--- config.mk ---
export PLATFORM = sky130hd
export DESIGN_NAME = dhpc_top
export DESIGN_NICKNAME = d
export VERILOG_FILES = /design/src/design/dhpc_pkg.sv /design/src/design/dhpc_pin_sync.sv /design/src/design/dhpc_top.sv
export SDC_FILE = /design/constraint.sdc
export NUM_CORES = 1
export LEC_CHECK = 0
export ABC_CLOCK_PERIOD_IN_PS = 900
export BUFFER_PORTS_ARGS = -buffer_cell sky130_fd_sc_hd__buf_4
export CAP_MARGIN = 20
export CORE_AREA = 10 10 47 49
export DETAILED_ROUTE_END_ITERATION = 10
export DIE_AREA = 0 0 57 59
export PLACE_DENSITY_LB_ADDON = 0.1
export SYNTH_ARGS = -nofsm -noshare
export SYNTH_HDL_FRONTEND = slang
export SYNTH_SLANG_ARGS = --single-unit
--- constraint.sdc ---
create_clock -name core_clk -period 0.9 [get_ports core_clk]
set_clock_uncertainty 0.05 [all_clocks]
set_input_delay 0.18 -clock core_clk [delete_from_list [all_inputs] [get_ports core_clk]]
set_output_delay 0.18 -clock core_clk [all_outputs]
set_load 0.01 [all_outputs]
--- src/design/dhpc_pkg.sv ---
// Purpose: Shared constants and types for the DMA handshake pin control block
// Assumes: One clock (core_clk, 40 MHz), synchronous active-low reset
// Notes:   Configuration arrives as plain inputs; no software-visible registers
//
// How it works
// - The end-of-transfer pin is an input whose active level is chosen by a polarity setting.
// - The end-of-transfer input is acted on only in target operation and is ignored as initiator.
// - The request line carries a programmable polarity whether it is driven or sampled.
// - The request line direction follows the initiator-select configuration bit.
// - With initiator-select at 1 the block samples the request line as an input.
// - With initiator-select at 0 the block drives the request line toward the far controller.
package dhpc_pkg;

  // Configuration bits that steer the pin logic
  typedef struct packed {
    logic initiator_sel;        // 1: initiator, request is an input
    logic request_active_high;  // 1: request asserted when line is high
    logic end_active_high;      // 1: end-of-transfer asserted when pin is high
  } dhpc_cfg_s;

  // Synchronised pin bundle, one bit per sampled pin
  typedef struct packed {
    logic request;
    logic transfer_end;
  } dhpc_pins_s;

  localparam int unsigned DHPC_SYNC_STAGES = 3;
  localparam int unsigned DHPC_PIN_COUNT   = 2;
  localparam int unsigned DHPC_PIN_REQ     = 1;  // Bit position in dhpc_pins_s
  localparam int unsigned DHPC_PIN_END     = 0;

  // Values after reset
  localparam logic DHPC_RST_OE      = 1'h0;  // Driver released during reset
  localparam logic DHPC_RST_LEVEL   = 1'h0;
  localparam logic DHPC_RST_SYNC    = 1'h0;

endpackage : dhpc_pkg

--- src/design/dhpc_pin_sync.sv ---
// Purpose: Three-stage pin synchroniser with agreement filter, one lane per pin
// Assumes: Pins are asynchronous to core_clk
// Notes:   Output moves only when the second and third stages agree
`timescale 1ns/1ps
module dhpc_pin_sync #(
  parameter int unsigned WIDTH = 2
) (
  input  wire logic             core_clk,
  input  wire logic             reset_n,
  input  wire logic [WIDTH-1:0] pin_async,
  output logic      [WIDTH-1:0] pin_sync
);

  genvar g;
  generate
    for (g = 0; g < WIDTH; g++) begin : g_lane
      logic stage1;
      logic stage2;
      logic stage3;

      // Capture chain; stage1 is read only by stage2
      always_ff @(posedge core_clk) begin
        if (!reset_n) begin
          stage1 <= dhpc_pkg::DHPC_RST_SYNC;
          stage2 <= dhpc_pkg::DHPC_RST_SYNC;
          stage3 <= dhpc_pkg::DHPC_RST_SYNC;
        end else begin
          stage1 <= pin_async[g];
          stage2 <= stage1;
          stage3 <= stage2;
        end
      end

      // Accept a new level once two stages agree
      always_ff @(posedge core_clk) begin
        if (!reset_n) begin
          pin_sync[g] <= dhpc_pkg::DHPC_RST_SYNC;
        end else if (stage2 == stage3) begin
          pin_sync[g] <= stage3;
        end
      end
    end
  endgenerate

endmodule : dhpc_pin_sync

--- src/design/dhpc_top.sv ---
// Purpose: Request and end-of-transfer pin control for the DMA handshake
// Assumes: Configuration and request_drive come from logic on core_clk
// Notes:   Request pin is split into in, out and output enable
`timescale 1ns/1ps
module dhpc_top (
  input  wire logic                core_clk,
  input  wire logic                reset_n,
  // Configuration
  input  wire dhpc_pkg::dhpc_cfg_s cfg,
  // Transfer engine side
  input  wire logic                request_drive,
  output logic                     request_seen,
  output logic                     transfer_end,
  output logic                     transfer_end_pulse,
  output logic                     initiator_active,
  // Pins
  input  wire logic                dma_request_line_in,
  output logic                     dma_request_line_out,
  output logic                     dma_request_line_oe,
  input  wire logic                transfer_end_in
);

  dhpc_pkg::dhpc_pins_s pins_async;
  dhpc_pkg::dhpc_pins_s pins_sync;
  logic                 next_request_seen;
  logic                 next_transfer_end;
  logic                 next_request_out;

  // Bundle the asynchronous pins for synchronisation
  assign pins_async.request      = dma_request_line_in;
  assign pins_async.transfer_end = transfer_end_in;

  // Both input pins cross into core_clk through the filter
  dhpc_pin_sync #(
    .WIDTH     (dhpc_pkg::DHPC_PIN_COUNT)
  ) u_sync (
    .core_clk  (core_clk),
    .reset_n   (reset_n),
    .pin_async (pins_async),
    .pin_sync  (pins_sync)
  );

  // Polarity correction of sampled and driven levels
  always_comb begin
    next_request_seen = 1'h0;
    next_transfer_end = 1'h0;
    next_request_out  = 1'h0;
    if (cfg.initiator_sel) begin
      next_request_seen = ~(pins_sync.request ^ cfg.request_active_high);
    end else begin
      next_transfer_end = ~(pins_sync.transfer_end ^ cfg.end_active_high);
    end
    next_request_out = ~(request_drive ^ cfg.request_active_high);
  end

  // Direction of the request pin
  always_ff @(posedge core_clk) begin
    if (!reset_n) begin
      dma_request_line_oe <= dhpc_pkg::DHPC_RST_OE;
    end else begin
      dma_request_line_oe <= ~cfg.initiator_sel;
    end
  end

  // Level driven onto the request pin
  always_ff @(posedge core_clk) begin
    if (!reset_n) begin
      dma_request_line_out <= dhpc_pkg::DHPC_RST_LEVEL;
    end else begin
      dma_request_line_out <= next_request_out;
    end
  end

  // Request seen from the far party in initiator operation
  always_ff @(posedge core_clk) begin
    if (!reset_n) begin
      request_seen <= dhpc_pkg::DHPC_RST_LEVEL;
    end else begin
      request_seen <= next_request_seen;
    end
  end

  // End-of-transfer level and its rising-edge pulse
  always_ff @(posedge core_clk) begin
    if (!reset_n) begin
      transfer_end       <= dhpc_pkg::DHPC_RST_LEVEL;
      transfer_end_pulse <= dhpc_pkg::DHPC_RST_LEVEL;
    end else begin
      transfer_end       <= next_transfer_end;
      transfer_end_pulse <= next_transfer_end & ~transfer_end;
    end
  end

  // Mode flag for the transfer engine
  always_ff @(posedge core_clk) begin
    if (!reset_n) begin
      initiator_active <= dhpc_pkg::DHPC_RST_LEVEL;
    end else begin
      initiator_active <= cfg.initiator_sel;
    end
  end
endmodule : dhpc_top

==> results of run 1 <==
==> cell families after synthesis <==
| family | synth area share (%) |
|---|---|
| xor+xnor | 6.04 |
| simple gates | 21.3 |
| compound gates | 5.75 |
| buf+inv | 2.59 |
| flops | 64.4 |
==> worst paths after layout <==
check / startpoint / to / slack [ns] / depth (start not counted)
worst max-delay path: transfer_end$_SDFF_PN0_ / transfer_end / -0.03 / 1
worst min-delay path: transfer_end_in / u_sync.g_lane[0].stage1$_SDFF_PN0_ / 0.06 / 2
worst max register to register: u_sync.pin_sync[0]$_SDFFE_PN0N_ / transfer_end$_SDFF_PN0_ / 0.10 / 2
worst min register to register: u_sync.g_lane[1].stage1$_SDFF_PN0_ / u_sync.g_lane[1].stage2$_SDFF_PN0_ / 0.40 / 1
==> flip-flops by register name, indices dropped and copies added (netlist names) <==
register / flops
u_sync.g_lane.stage1: 2
dma_request_line_out: 1
u_sync.g_lane.stage2: 2
dma_request_line_oe: 1
transfer_end_pulse: 1
u_sync.g_lane.stage3: 2
request_seen: 1
initiator_active: 1
transfer_end: 1
u_sync.pin_sync: 2
==> where the power goes <==
| part | internal [W] | total, W | switching, W |
|---|---|---|---|
| Sequential | 0.000646 | 0.000656 | 0.00000961 |
| Clock | 0.000245 | 0.000425 | 0.000179 |
| Combinational | 0.0000668 | 0.0000983 | 0.0000316 |
| Total | 0.000959 | 0.00118 | 0.000221 |
==> area by class of cell <==
cell class	count	share of cell area, %
flip-flops and latches	14	46.7
multi-input cells	21	23.4
well taps	16	3.25
repair buffers	14	20.7
clock buffers	4	5.89
==> worst reg2reg max path: stages (launching register included) <==
cell	delay (ns)
sky130_fd_sc_hd__dfxtp_1	0.36
sky130_fd_sc_hd__xor2_1	0.21
sky130_fd_sc_hd__nor2b_1	0.07
==> stage by stage <==
step / setup TNS, ns / utilization (%) / cells / power [W]
final: -0.152 / 43.9 / 69 / 0.00118
after global routing: -0.324 / 43.9 / 69 / 0.00123
after CTS: -0.227 / 43.7 / 69 / 0.00120
after detailed placement: 0 / 38.7 / 64 / 0.000756
after global placement: 0 / 38.7 / 64 / 0.000754
after floorplan: 0 / - / 36 / 0.000708
==> cell usage in the layout (no fill, tap or decap) <==
cell,synthesis,layout
sky130_fd_sc_hd__xor2_1,1,1
sky130_fd_sc_hd__nor3b_2,1,1
sky130_fd_sc_hd__and2_1,8,8
sky130_fd_sc_hd__dfxtp_2,0,6
sky130_fd_sc_hd__buf_4,0,8
sky130_fd_sc_hd__nor2b_1,1,1
sky130_fd_sc_hd__o21ai_0,2,2
sky130_fd_sc_hd__and2_4,1,1
sky130_fd_sc_hd__nand2_1,2,2
sky130_fd_sc_hd__dfxtp_1,14,8
sky130_fd_sc_hd__a21boi_1,2,2
sky130_fd_sc_hd__xnor2_1,2,2
sky130_fd_sc_hd__buf_6,1,6
sky130_fd_sc_hd__clkbuf_4,0,3
sky130_fd_sc_hd__clkbuf_8,0,1
sky130_fd_sc_hd__and2b_1,1,1
==> what timing repair did <==
action	in CTS	in global routing
setup buffers	1	0
gates resized for setup	9	3
setup endpoints to repair	6	6
cloned	0	0
==> metal layers <==
metal  wire (um)  up-vias
met5           0        -
met4           0        0
met3          78        0
met2         287       11
met1         312      124
li1            -      146
==> out/results.txt, run 1 <==
Across the run, the number of max-cap violations was 0. For the first-pass detailed-route iteration total, the log shows 2. In this run the most used layer during global routing was met2.

The number of nets in the layout was 62. Setup violations remaining at the end of the flow were counted as 6. The maximum operating frequency is 1080 MHz, and the post-synthesis cell area is 435 um^2. Cell type group with the largest total delay on the critical path: flip-flops. The H-tree depth is 1.

The overall routing resource usage was 4.18%; the width of the chip was 57 um. The number of buffers between clock root and the deepest sink was 2; the final-report hold violation count was 0. The area share of the largest cell type after synthesis came out at 64.4%. After synthesis, the share of flip-flops with an asynchronous set or reset is 0%. TritonCTS built the clock tree. Kind of launch point of the worst setup path: a flop.

The tools report the area of combinational cells with multiple inputs as 144 um^2. The layout filler cell count was 153. For the area of the die, the log shows 3360 um^2. The Yosys step of the flow raised 0 warnings.

The run gives 0.651 as the final weighted congestion of routability-driven global placement. The run gives 0 as the residual DRC count. After detailed routing, the total wire length is 678 um.

The delay contributed by the slowest stage of the critical path is 0.33 ns, and the data required time at the worst endpoint is 0.67 ns. The number of clock buffers added by TritonCTS is 3. Port buffering added 13 buffers. The number of nets in the synthesized netlist is 44.

The placed instance area is 542 um^2, and the number of enable flip-flop cells after synthesis is 0. Total clock sinks: 14. The repair_antennas step left the layout with diodes totalling 0.

The hold slack was 0.0638 ns. The area of the placeable core was 1400 um^2; the design area was 616 um^2. The critical path's slowest cell is sky130_fd_sc_hd__dfxtp_2.

The routed wirelength normalized by instance count was 9.83 um; the largest driver fanout on the critical path was 2. Via count of the first global-routing pass: 278. The final worst slack is -0.0285 ns. Critical path endpoint category: an output port. For the pin with the worst max-slew slack, the measured transition is 0.201 ns. Of the cells placed in the final design, the portion with a size suffix greater than 1 is 49.1%. The biggest area contributor in the post-synthesis netlist is sky130_fd_sc_hd__dfxtp_1. For this run the aggregate overflow at the end of global routing stands at 0. The type of the most critical hold path is in2reg. Global routing used 4.25% of the available met1 tracks.

The initial detailed-routing violation count is 1. In the final layout, flip-flops and latches occupy 288 um^2. Of the synthesized area, sequential elements account for 64.4%. In the post-synthesis netlist, the biggest area contributors are sky130_fd_sc_hd__dfxtp_1, sky130_fd_sc_hd__and2_1, sky130_fd_sc_hd__xnor2_1, sky130_fd_sc_hd__a21boi_1, sky130_fd_sc_hd__nor3b_2. The number of storage elements in the synthesis netlist was 14.

The run finished, with violations left. The most common cell in the synthesized netlist is sky130_fd_sc_hd__dfxtp_1. The part of the cycle the worst path needs was 103%; the via-per-instance ratio was 4.07.

In the synthesized netlist, the cells that appear most often are sky130_fd_sc_hd__dfxtp_1, sky130_fd_sc_hd__and2_1. Setup repair after global routing could not meet its margin everywhere. Across all layers, the routed design uses 281 vias. OpenSTA, run right after detailed placement, puts the worst setup slack at 0.0812 ns. Entering global routing, the biggest net connects 12 pins. The first global-routing pass estimated 1100 um of wire.

In this run the count of I/O pins placed on the die edge is 14. The number of buffers added to fix hold violations after cts was 0. The critical path goes through buf_6. The met2 track demand over resource is 6.05%, and the die height is 59 um. The placed wire-length estimate was 551 um; the average instance area after synthesis was 12.1 um^2. The max-slew violation count is 0.

The class of the most critical setup path was reg2out. The clock-pin slew on the worst setup and hold paths works out to 0.08 ns. The run gives 0.70 ns as the signal arrival time at the worst endpoint. The buffer and inverter count on the worst path came out at 1. The most used flip-flop cell after synthesis is sky130_fd_sc_hd__dfxtp_1. The checks that failed: setup timing.

For the worst-skew pair, the clock arrives at the later sink with an insertion delay of 0.27 ns. After technology mapping, the gate count stands at 36. In this run the power density over the cells is 1920 nW/um^2. Initial antenna violation count: 0.

For this design the static power due to leakage is 0.268 nW. The starting utilization of the core area came out at 31.1%. The detail route stage leaves a number of antenna-violating nets equal to 0. The global routing met3 resource utilization came out at 2.79%. Total number of placement rows: 14. Relative to the synthesized area, the layout overhead comes to 41.4%. The worst IR drop on VDD is 1.15 mV, and the post-route minimum period is 0.928 ns.

In this run, distinct cell masters in the synthesized netlist total 12. Worst relative slew slack: 86.6%. The tree is rooted in a sky130_fd_sc_hd__clkbuf_4.
(Power assumes the default switching activity.)
==> run 2: changes to the inputs <==
--- a/config.mk
+++ b/config.mk
@@ -14,2 +14,3 @@
 export PLACE_DENSITY_LB_ADDON = 0.1
+export SETUP_SLACK_MARGIN = 0.02
 export SYNTH_ARGS = -nofsm -noshare
--- a/constraint.sdc
+++ b/constraint.sdc
@@ -4,2 +4,2 @@
 set_output_delay 0.18 -clock core_clk [all_outputs]
-set_load 0.01 [all_outputs]
+set_load 0.02 [all_outputs]
==> run 2 against run 1 <==
Effect of this change: combinational power is 11% higher; maximum frequency is 1.3% lower; critical path depth stayed put; utilization stayed put; cell count stayed put; the run still ends with setup timing left; non-clock buffer count stayed put; power is 0.85% higher; critical endpoint unchanged; worst hold slack better by 0.0015 ns; design area stayed put.
==> out/results.txt, run 2 (synthesis gave the netlist of run 1 again) <==
Setup violations remaining at the end of the flow were counted as 6. The tools report the max-slew violation count as 0. Final worst slack: -0.0408 ns.

The clock network is responsible for 35.6% of the overall power. The number of ports placed on the die boundary is 14. The critical path is of the reg2out type. Summing internal, switching and leakage power gives 0.00119 W. The sequential fraction of design power is 55.2%. After the last flow step, the layout net total stands at 62. The internal power is 0.000959 W, and the total congestion overflow after global routing is 0. The area of the placeable core is 1400 um^2.

The pin count of the biggest net entering global routing was 12. The total number of placement rows came out at 14. The checks that failed: setup timing. The first global-routing pass estimated 1090 um of wire.

The run gives 14 as the total clock sinks. The hold slack was 0.0652 ns; the post-route minimum period was 0.941 ns. Setup repair after global routing could not meet its margin everywhere.

TritonCTS built the clock tree. After detailed routing, the number of vias per cell comes to 4.14. The total net switching power came out at 0.000230 W. For this block, the initial DRC count from the detailed router was 0. The area overhead of the layout relative to synthesis was 41.4%. The run gives 9.2% as the fraction of power consumed by combinational cells. The antenna violation net count after detailed routing was 0. The signal arrival time at the worst endpoint came out at 0.71 ns. At the end of routability-driven placement, the weighted congestion stood at 0.651. The part of the cycle the worst path needs was 105%.

Cell type group with the largest total delay on the critical path: flip-flops. The worst IR drop on VDD is 1.14 mV, and the starting utilization of the core area is 31.1%. The tools report the number of buffers between clock root and the deepest sink as 2.

The die is 57 um wide. H-tree depth: 1. The kind of launch point of the worst setup path is a flop.

The total CTS buffers was 3. The initial antenna violation count came out at 0. For the first-pass detailed-route iteration total, the log shows 1.

Static timing analysis puts the maximum clock frequency at 1060 MHz. The floorplan step defined a die boundary enclosing 3360 um^2. The critical path goes through buf_6. The delay contributed by the slowest stage of the critical path is 0.33 ns, and the clock-pin slew on the worst setup and hold paths is 0.08 ns. The routed wirelength normalized by instance count came out at 9.61 um. From bottom edge to top edge, the die measures 59 um. Measured against its own limit, the worst slew margin works out to 86.5%. The largest individual stage delay along the critical path comes from the cell sky130_fd_sc_hd__dfxtp_2.

Sum of negative setup slack: -0.212 ns. The library cells used most frequently in the layout, excluding fill and tap cells, are sky130_fd_sc_hd__and2_1, sky130_fd_sc_hd__buf_4, sky130_fd_sc_hd__dfxtp_1, sky130_fd_sc_hd__dfxtp_2, sky130_fd_sc_hd__buf_6. The total wirelength of the detailed-routed design was 663 um; the residual DRC count was 0.

The root buffer cell chosen for the clock tree is sky130_fd_sc_hd__clkbuf_4. The final-report hold violation count came out at 0. Standby leakage power: 0.268 nW. The critical path endpoint category was an output port. The clock insertion delay at the later pin of the skew report is 0.26 ns.

The overall routing resource usage was 4.14%. For this design, the CTS-stage hold fixing added 0 buffers. The buffer and inverter count on the worst path is 1. The run gives 551 um as the placed wire-length estimate. The proportion of layout cells with a drive suffix above 1 works out to 49.1%. The flow ran to the end, but the final reports show violations. The number of antenna diodes in the final layout is 0.

The switching share of power was 19.3%; the data required time at the worst endpoint was 0.67 ns. The largest driver fanout on the critical path is 2. Number of max-cap violations: 0. For the via count of the first global-routing pass, the log shows 278. The run gives 286 as the total via count in the routed design. The power density over the cells works out to 1930 nW/um^2. The number of port buffers was 13; the actual slew at the worst max-slew pin was 0.201 ns. The type of the most critical hold path is in2reg.
## run 2: cell counts in the layout (fill, tap and decap cells not counted)
No cell type changed its count.
## run 2: worst reg2reg max path, stage by stage, from the launching register on
cell	delay, ns
sky130_fd_sc_hd__dfxtp_1	0.36
sky130_fd_sc_hd__xor2_1	0.21
sky130_fd_sc_hd__nor2b_1	0.07
## run 2: final cells by class
type / instances / area, um^2
Clock buffer: 4 / 36.3
Fill cell: 153 / 786
Multi-Input combinational cell: 21 / 144
Sequential cell: 14 / 288
Tap cell: 16 / 20.0
Timing Repair Buffer: 14 / 128
## run 2: path summary, 6_finish.rpt
check	startpoint	to	slack, ns	cells past startpoint
setup / recovery	transfer_end$_SDFF_PN0_	transfer_end	-0.04	1
hold / removal	transfer_end_in	u_sync.g_lane[0].stage1$_SDFF_PN0_	0.07	2
setup reg to reg	u_sync.pin_sync[0]$_SDFFE_PN0N_	transfer_end$_SDFF_PN0_	0.10	2
hold reg to reg	u_sync.g_lane[1].stage1$_SDFF_PN0_	u_sync.g_lane[1].stage2$_SDFF_PN0_	0.40	1
## run 2: metrics by stage
stage	setup WS, ns	utilization [%]	area, um^2	std cells
after floorplan	0.139	-	435	36
after global placement	0.0998	38.7	542	64
after detailed placement	0.0812	38.7	542	64
after CTS	-0.0550	43.9	616	69
after global routing	-0.0752	43.9	616	69
final	-0.0408	43.9	616	69
## run 2: what timing repair did
action                                  CTS  global route
hold endpoints to repair                  0             0
buffers inserted                          1             0
endpoints found under the setup margin    6             6
gates resized for setup                  12             0
## run 2: power groups by stage
stage	Sequential, W	Clock (W)	Combinational (W)
final	0.000656	0.000424	0.000109
after global routing	0.000659	0.000465	0.000119
after CTS	0.000656	0.000446	0.000112
after detailed placement	0.000666	0	0.000101
after global placement	0.000665	0	0.0000998
after floorplan	0.000683	0	0.0000353
## run 2: metal layers
metal / track usage [%] / vias up / share of wire [%]
met2: 6.05 / 11 / 41
li1: - / 148 / -
met3: 2.58 / 0 / 11
met4: 3.02 / 0 / 0
met5: 0 / - / 0
met1: 4.24 / 127 / 48
==> run 3: changes to the inputs <==
Settings changed: PLACE_DENSITY set to 0.64, PLACE_DENSITY_LB_ADDON 0.1 to unset.
==> run 3 against run 2 <==
Effect of this change: the run still ends with setup timing left; register-to-register slack about the same; maximum frequency decreased by 2.0%; via count increased by 2.8%; utilization increased by 0.54 points; global-route usage increased by 0.92 points; die area unchanged; combinational power about the same; sequential share of layout area decreased by 0.56 points; critical path type unchanged; largest cell class unchanged; largest power group unchanged; highest routed layer is now met4.
==> out/results.txt, run 3 (synthesis gave the netlist of run 1 again) <==
At the worst endpoint, the arrival time is 0.73 ns. The count of cells along the worst register-to-register path came out at 2. Walking the worst path, the cells encountered are buf_6. From synthesis to final layout, the design area changed by 43.1%.

The clock-pin slew on the worst setup and hold paths was 0.08 ns. The width of the chip is 57 um. For the area of the die, the log shows 3360 um^2. Type of the most critical hold path: in2reg. The cell type group with the largest total delay on the critical path was flip-flops.

For this run, the top clock speed supported by timing is 1040 MHz. Wires add up to 673 um. The flow ran to the end, but the final reports show violations. Worst IR drop on VDD: 0.885 mV. The tools report the via count of the first global-routing pass as 318.

The starting utilization of the core area came out at 31.1%. The routed wirelength normalized by instance count works out to 9.75 um. The detailed router placed 294 vias in this run. Antenna violation net count after detailed routing: 0. The number of antenna cells inserted is 0.

The number of setup violations in the final report is 6. After global routing the overflow that remains totals 0. First-pass detailed-route iteration total: 4. The path with the worst hold slack has its endpoint at u_sync.g_lane[1].stage1$_SDFF_PN0_.

The number of buffers added to fix hold violations after cts was 0; the number of buffers between clock root and the deepest sink was 2. The layout has 142 filler cells. The first-pass GRT wire length was 1280 um; the area of the placeable core was 1400 um^2. The worst relative slew slack came out at 89.2%. The worst min-delay path startpoint was dma_request_line_in. Actual slew at the worst max-slew pin: 0.162 ns. Total CTS buffers: 3. The worst hold path passes through 2 cells. The utilization after layout was 44.5%. The worst setup path is launched from a flop.

The placed wire-length estimate is 526 um. For this run, the slowest stage of the critical path takes 0.33 ns. The buffer and inverter count on the worst path came out at 1.

The total number of placement rows is 14. For this design the top-level I/O count stands at 14. The tools report the critical path endpoint category as an output port. The proportion of layout cells with a drive suffix above 1 came out at 50.9%. In this run the vertical extent of the chip is 59 um.

In the layout the commonest cells are sky130_fd_sc_hd__and2_1, sky130_fd_sc_hd__buf_4, sky130_fd_sc_hd__dfxtp_1, sky130_fd_sc_hd__dfxtp_2, sky130_fd_sc_hd__buf_6. Port buffering added 13 buffers. The H-tree depth came out at 1.

Residual DRC count: 0. The logs give -0.0597 ns for the final worst slack and 12 for the pin count of the biggest net entering global routing. The tools report the cell at the root of the clock tree as sky130_fd_sc_hd__clkbuf_4. At the end of routability-driven placement, the weighted congestion stood at 0.599. For this run, the total global-route usage over all layers was measured as 5.05%. The run gives 0 as the max-slew violation count.

The final layout contains 62 nets. The beginning of the worst register-to-register path was u_sync.pin_sync[0]$_SDFFE_PN0N_. The initial detailed-routing violation count came out at 2. The slowest stage of the critical path belongs to the cell sky130_fd_sc_hd__dfxtp_2. TritonCTS built the clock tree. The part of the cycle the worst path needs was 107%; the power density over the cells was 1940 nW/um^2. For the clock insertion delay at the later pin of the skew report, the log shows 0.28 ns. Across all hold checks on the routed design, the worst slack comes to 0.0565 ns. The post-route minimum period was 0.960 ns. The worst reg2reg path endpoint was transfer_end_pulse$_SDFF_PN0_. Reg2reg setup slack: 0.10 ns. Area taken by flip-flops and latches: 288 um^2.

The worst setup path is of the reg2out kind. For the final routed database, the setup TNS stands at -0.306 ns. The final reports fail on setup timing. The tree built by TritonCTS fans out to 14 sinks. Via-per-instance ratio: 4.26.

Along the worst path, the maximum fanout reaches 2. Across the run, the number of max-cap violations was 0. The final-report hold violation count was 0; the data required time at the worst endpoint was 0.67 ns. The completed layout was analyzed and its total power is 0.00121 W. The analysis attributes to cell leakage a power of 0.268 nW. The logs give 0.0846 ns for the worst-case setup slack after placement and 0 for the initial antenna violation count.

Setup repair after global routing could not meet its margin everywhere. The multi-input combinational cells in the finished layout cover a total of 151 um^2.
run 3: worst reg2reg max path, delay by kind of cell (launching register included):
family           cells  cell delay, ns
flip-flops           1            0.35
AND/OR/NAND/NOR      1            0.14
XOR/XNOR             1            0.19
run 3: what timing repair did:
| item | in CTS | in global routing |
|---|---|---|
| resized for setup | 12 | 1 |
| setup buffers | 1 | 0 |
| endpoints found under the setup margin | 6 | 7 |
run 3: layout make-up:
class	instances	area share, %
Tap cell	16	3.21
Sequential cell	14	46.2
Timing Repair Buffer	14	20.5
Clock buffer	4	5.82
Multi-Input combinational cell	21	24.3
run 3: per-layer routing:
| layer | vias to the layer above | GRT usage [%] | share of wire [%] |
|---|---|---|---|
| met2 | 13 | 7.75 | 45 |
| li1 | 146 | - | - |
| met4 | 0 | 2.01 | 1.6 |
| met5 | - | 0 | 0 |
| met3 | 3 | 5.36 | 13 |
| met1 | 132 | 4.25 | 40 |
run 3: worst max path at each step:
stage                                          from                            end  cells past startpoint
floorplan           u_sync.pin_sync[0]$_SDFFE_PN0N_  transfer_end_pulse$_SDFF_PN0_                      2
global placement    u_sync.pin_sync[0]$_SDFFE_PN0N_        transfer_end$_SDFF_PN0_                      2
detailed placement                          reset_n  transfer_end_pulse$_SDFF_PN0_                      3
CTS                         transfer_end$_SDFF_PN0_                   transfer_end                      1
global route                transfer_end$_SDFF_PN0_                   transfer_end                      1
finish                      transfer_end$_SDFF_PN0_                   transfer_end                      1
run 3: metrics by stage:
| stage | instances | area (um^2) |
|---|---|---|
| 2_1_floorplan | 36 | 435 |
| 3_3_place_gp | 64 | 542 |
| 3_5_place_dp | 64 | 542 |
| 4_1_cts | 69 | 616 |
| 5_1_grt | 69 | 623 |
| 6_report | 69 | 623 |
run 3: power by group:
part / switching, W / internal [W] / leakage [nW]
logic: 0.0000428 / 0.0000683 / 0.130
clock network: 0.000193 / 0.000246 / 0.0210
registers: 0.00000959 / 0.000646 / 0.117
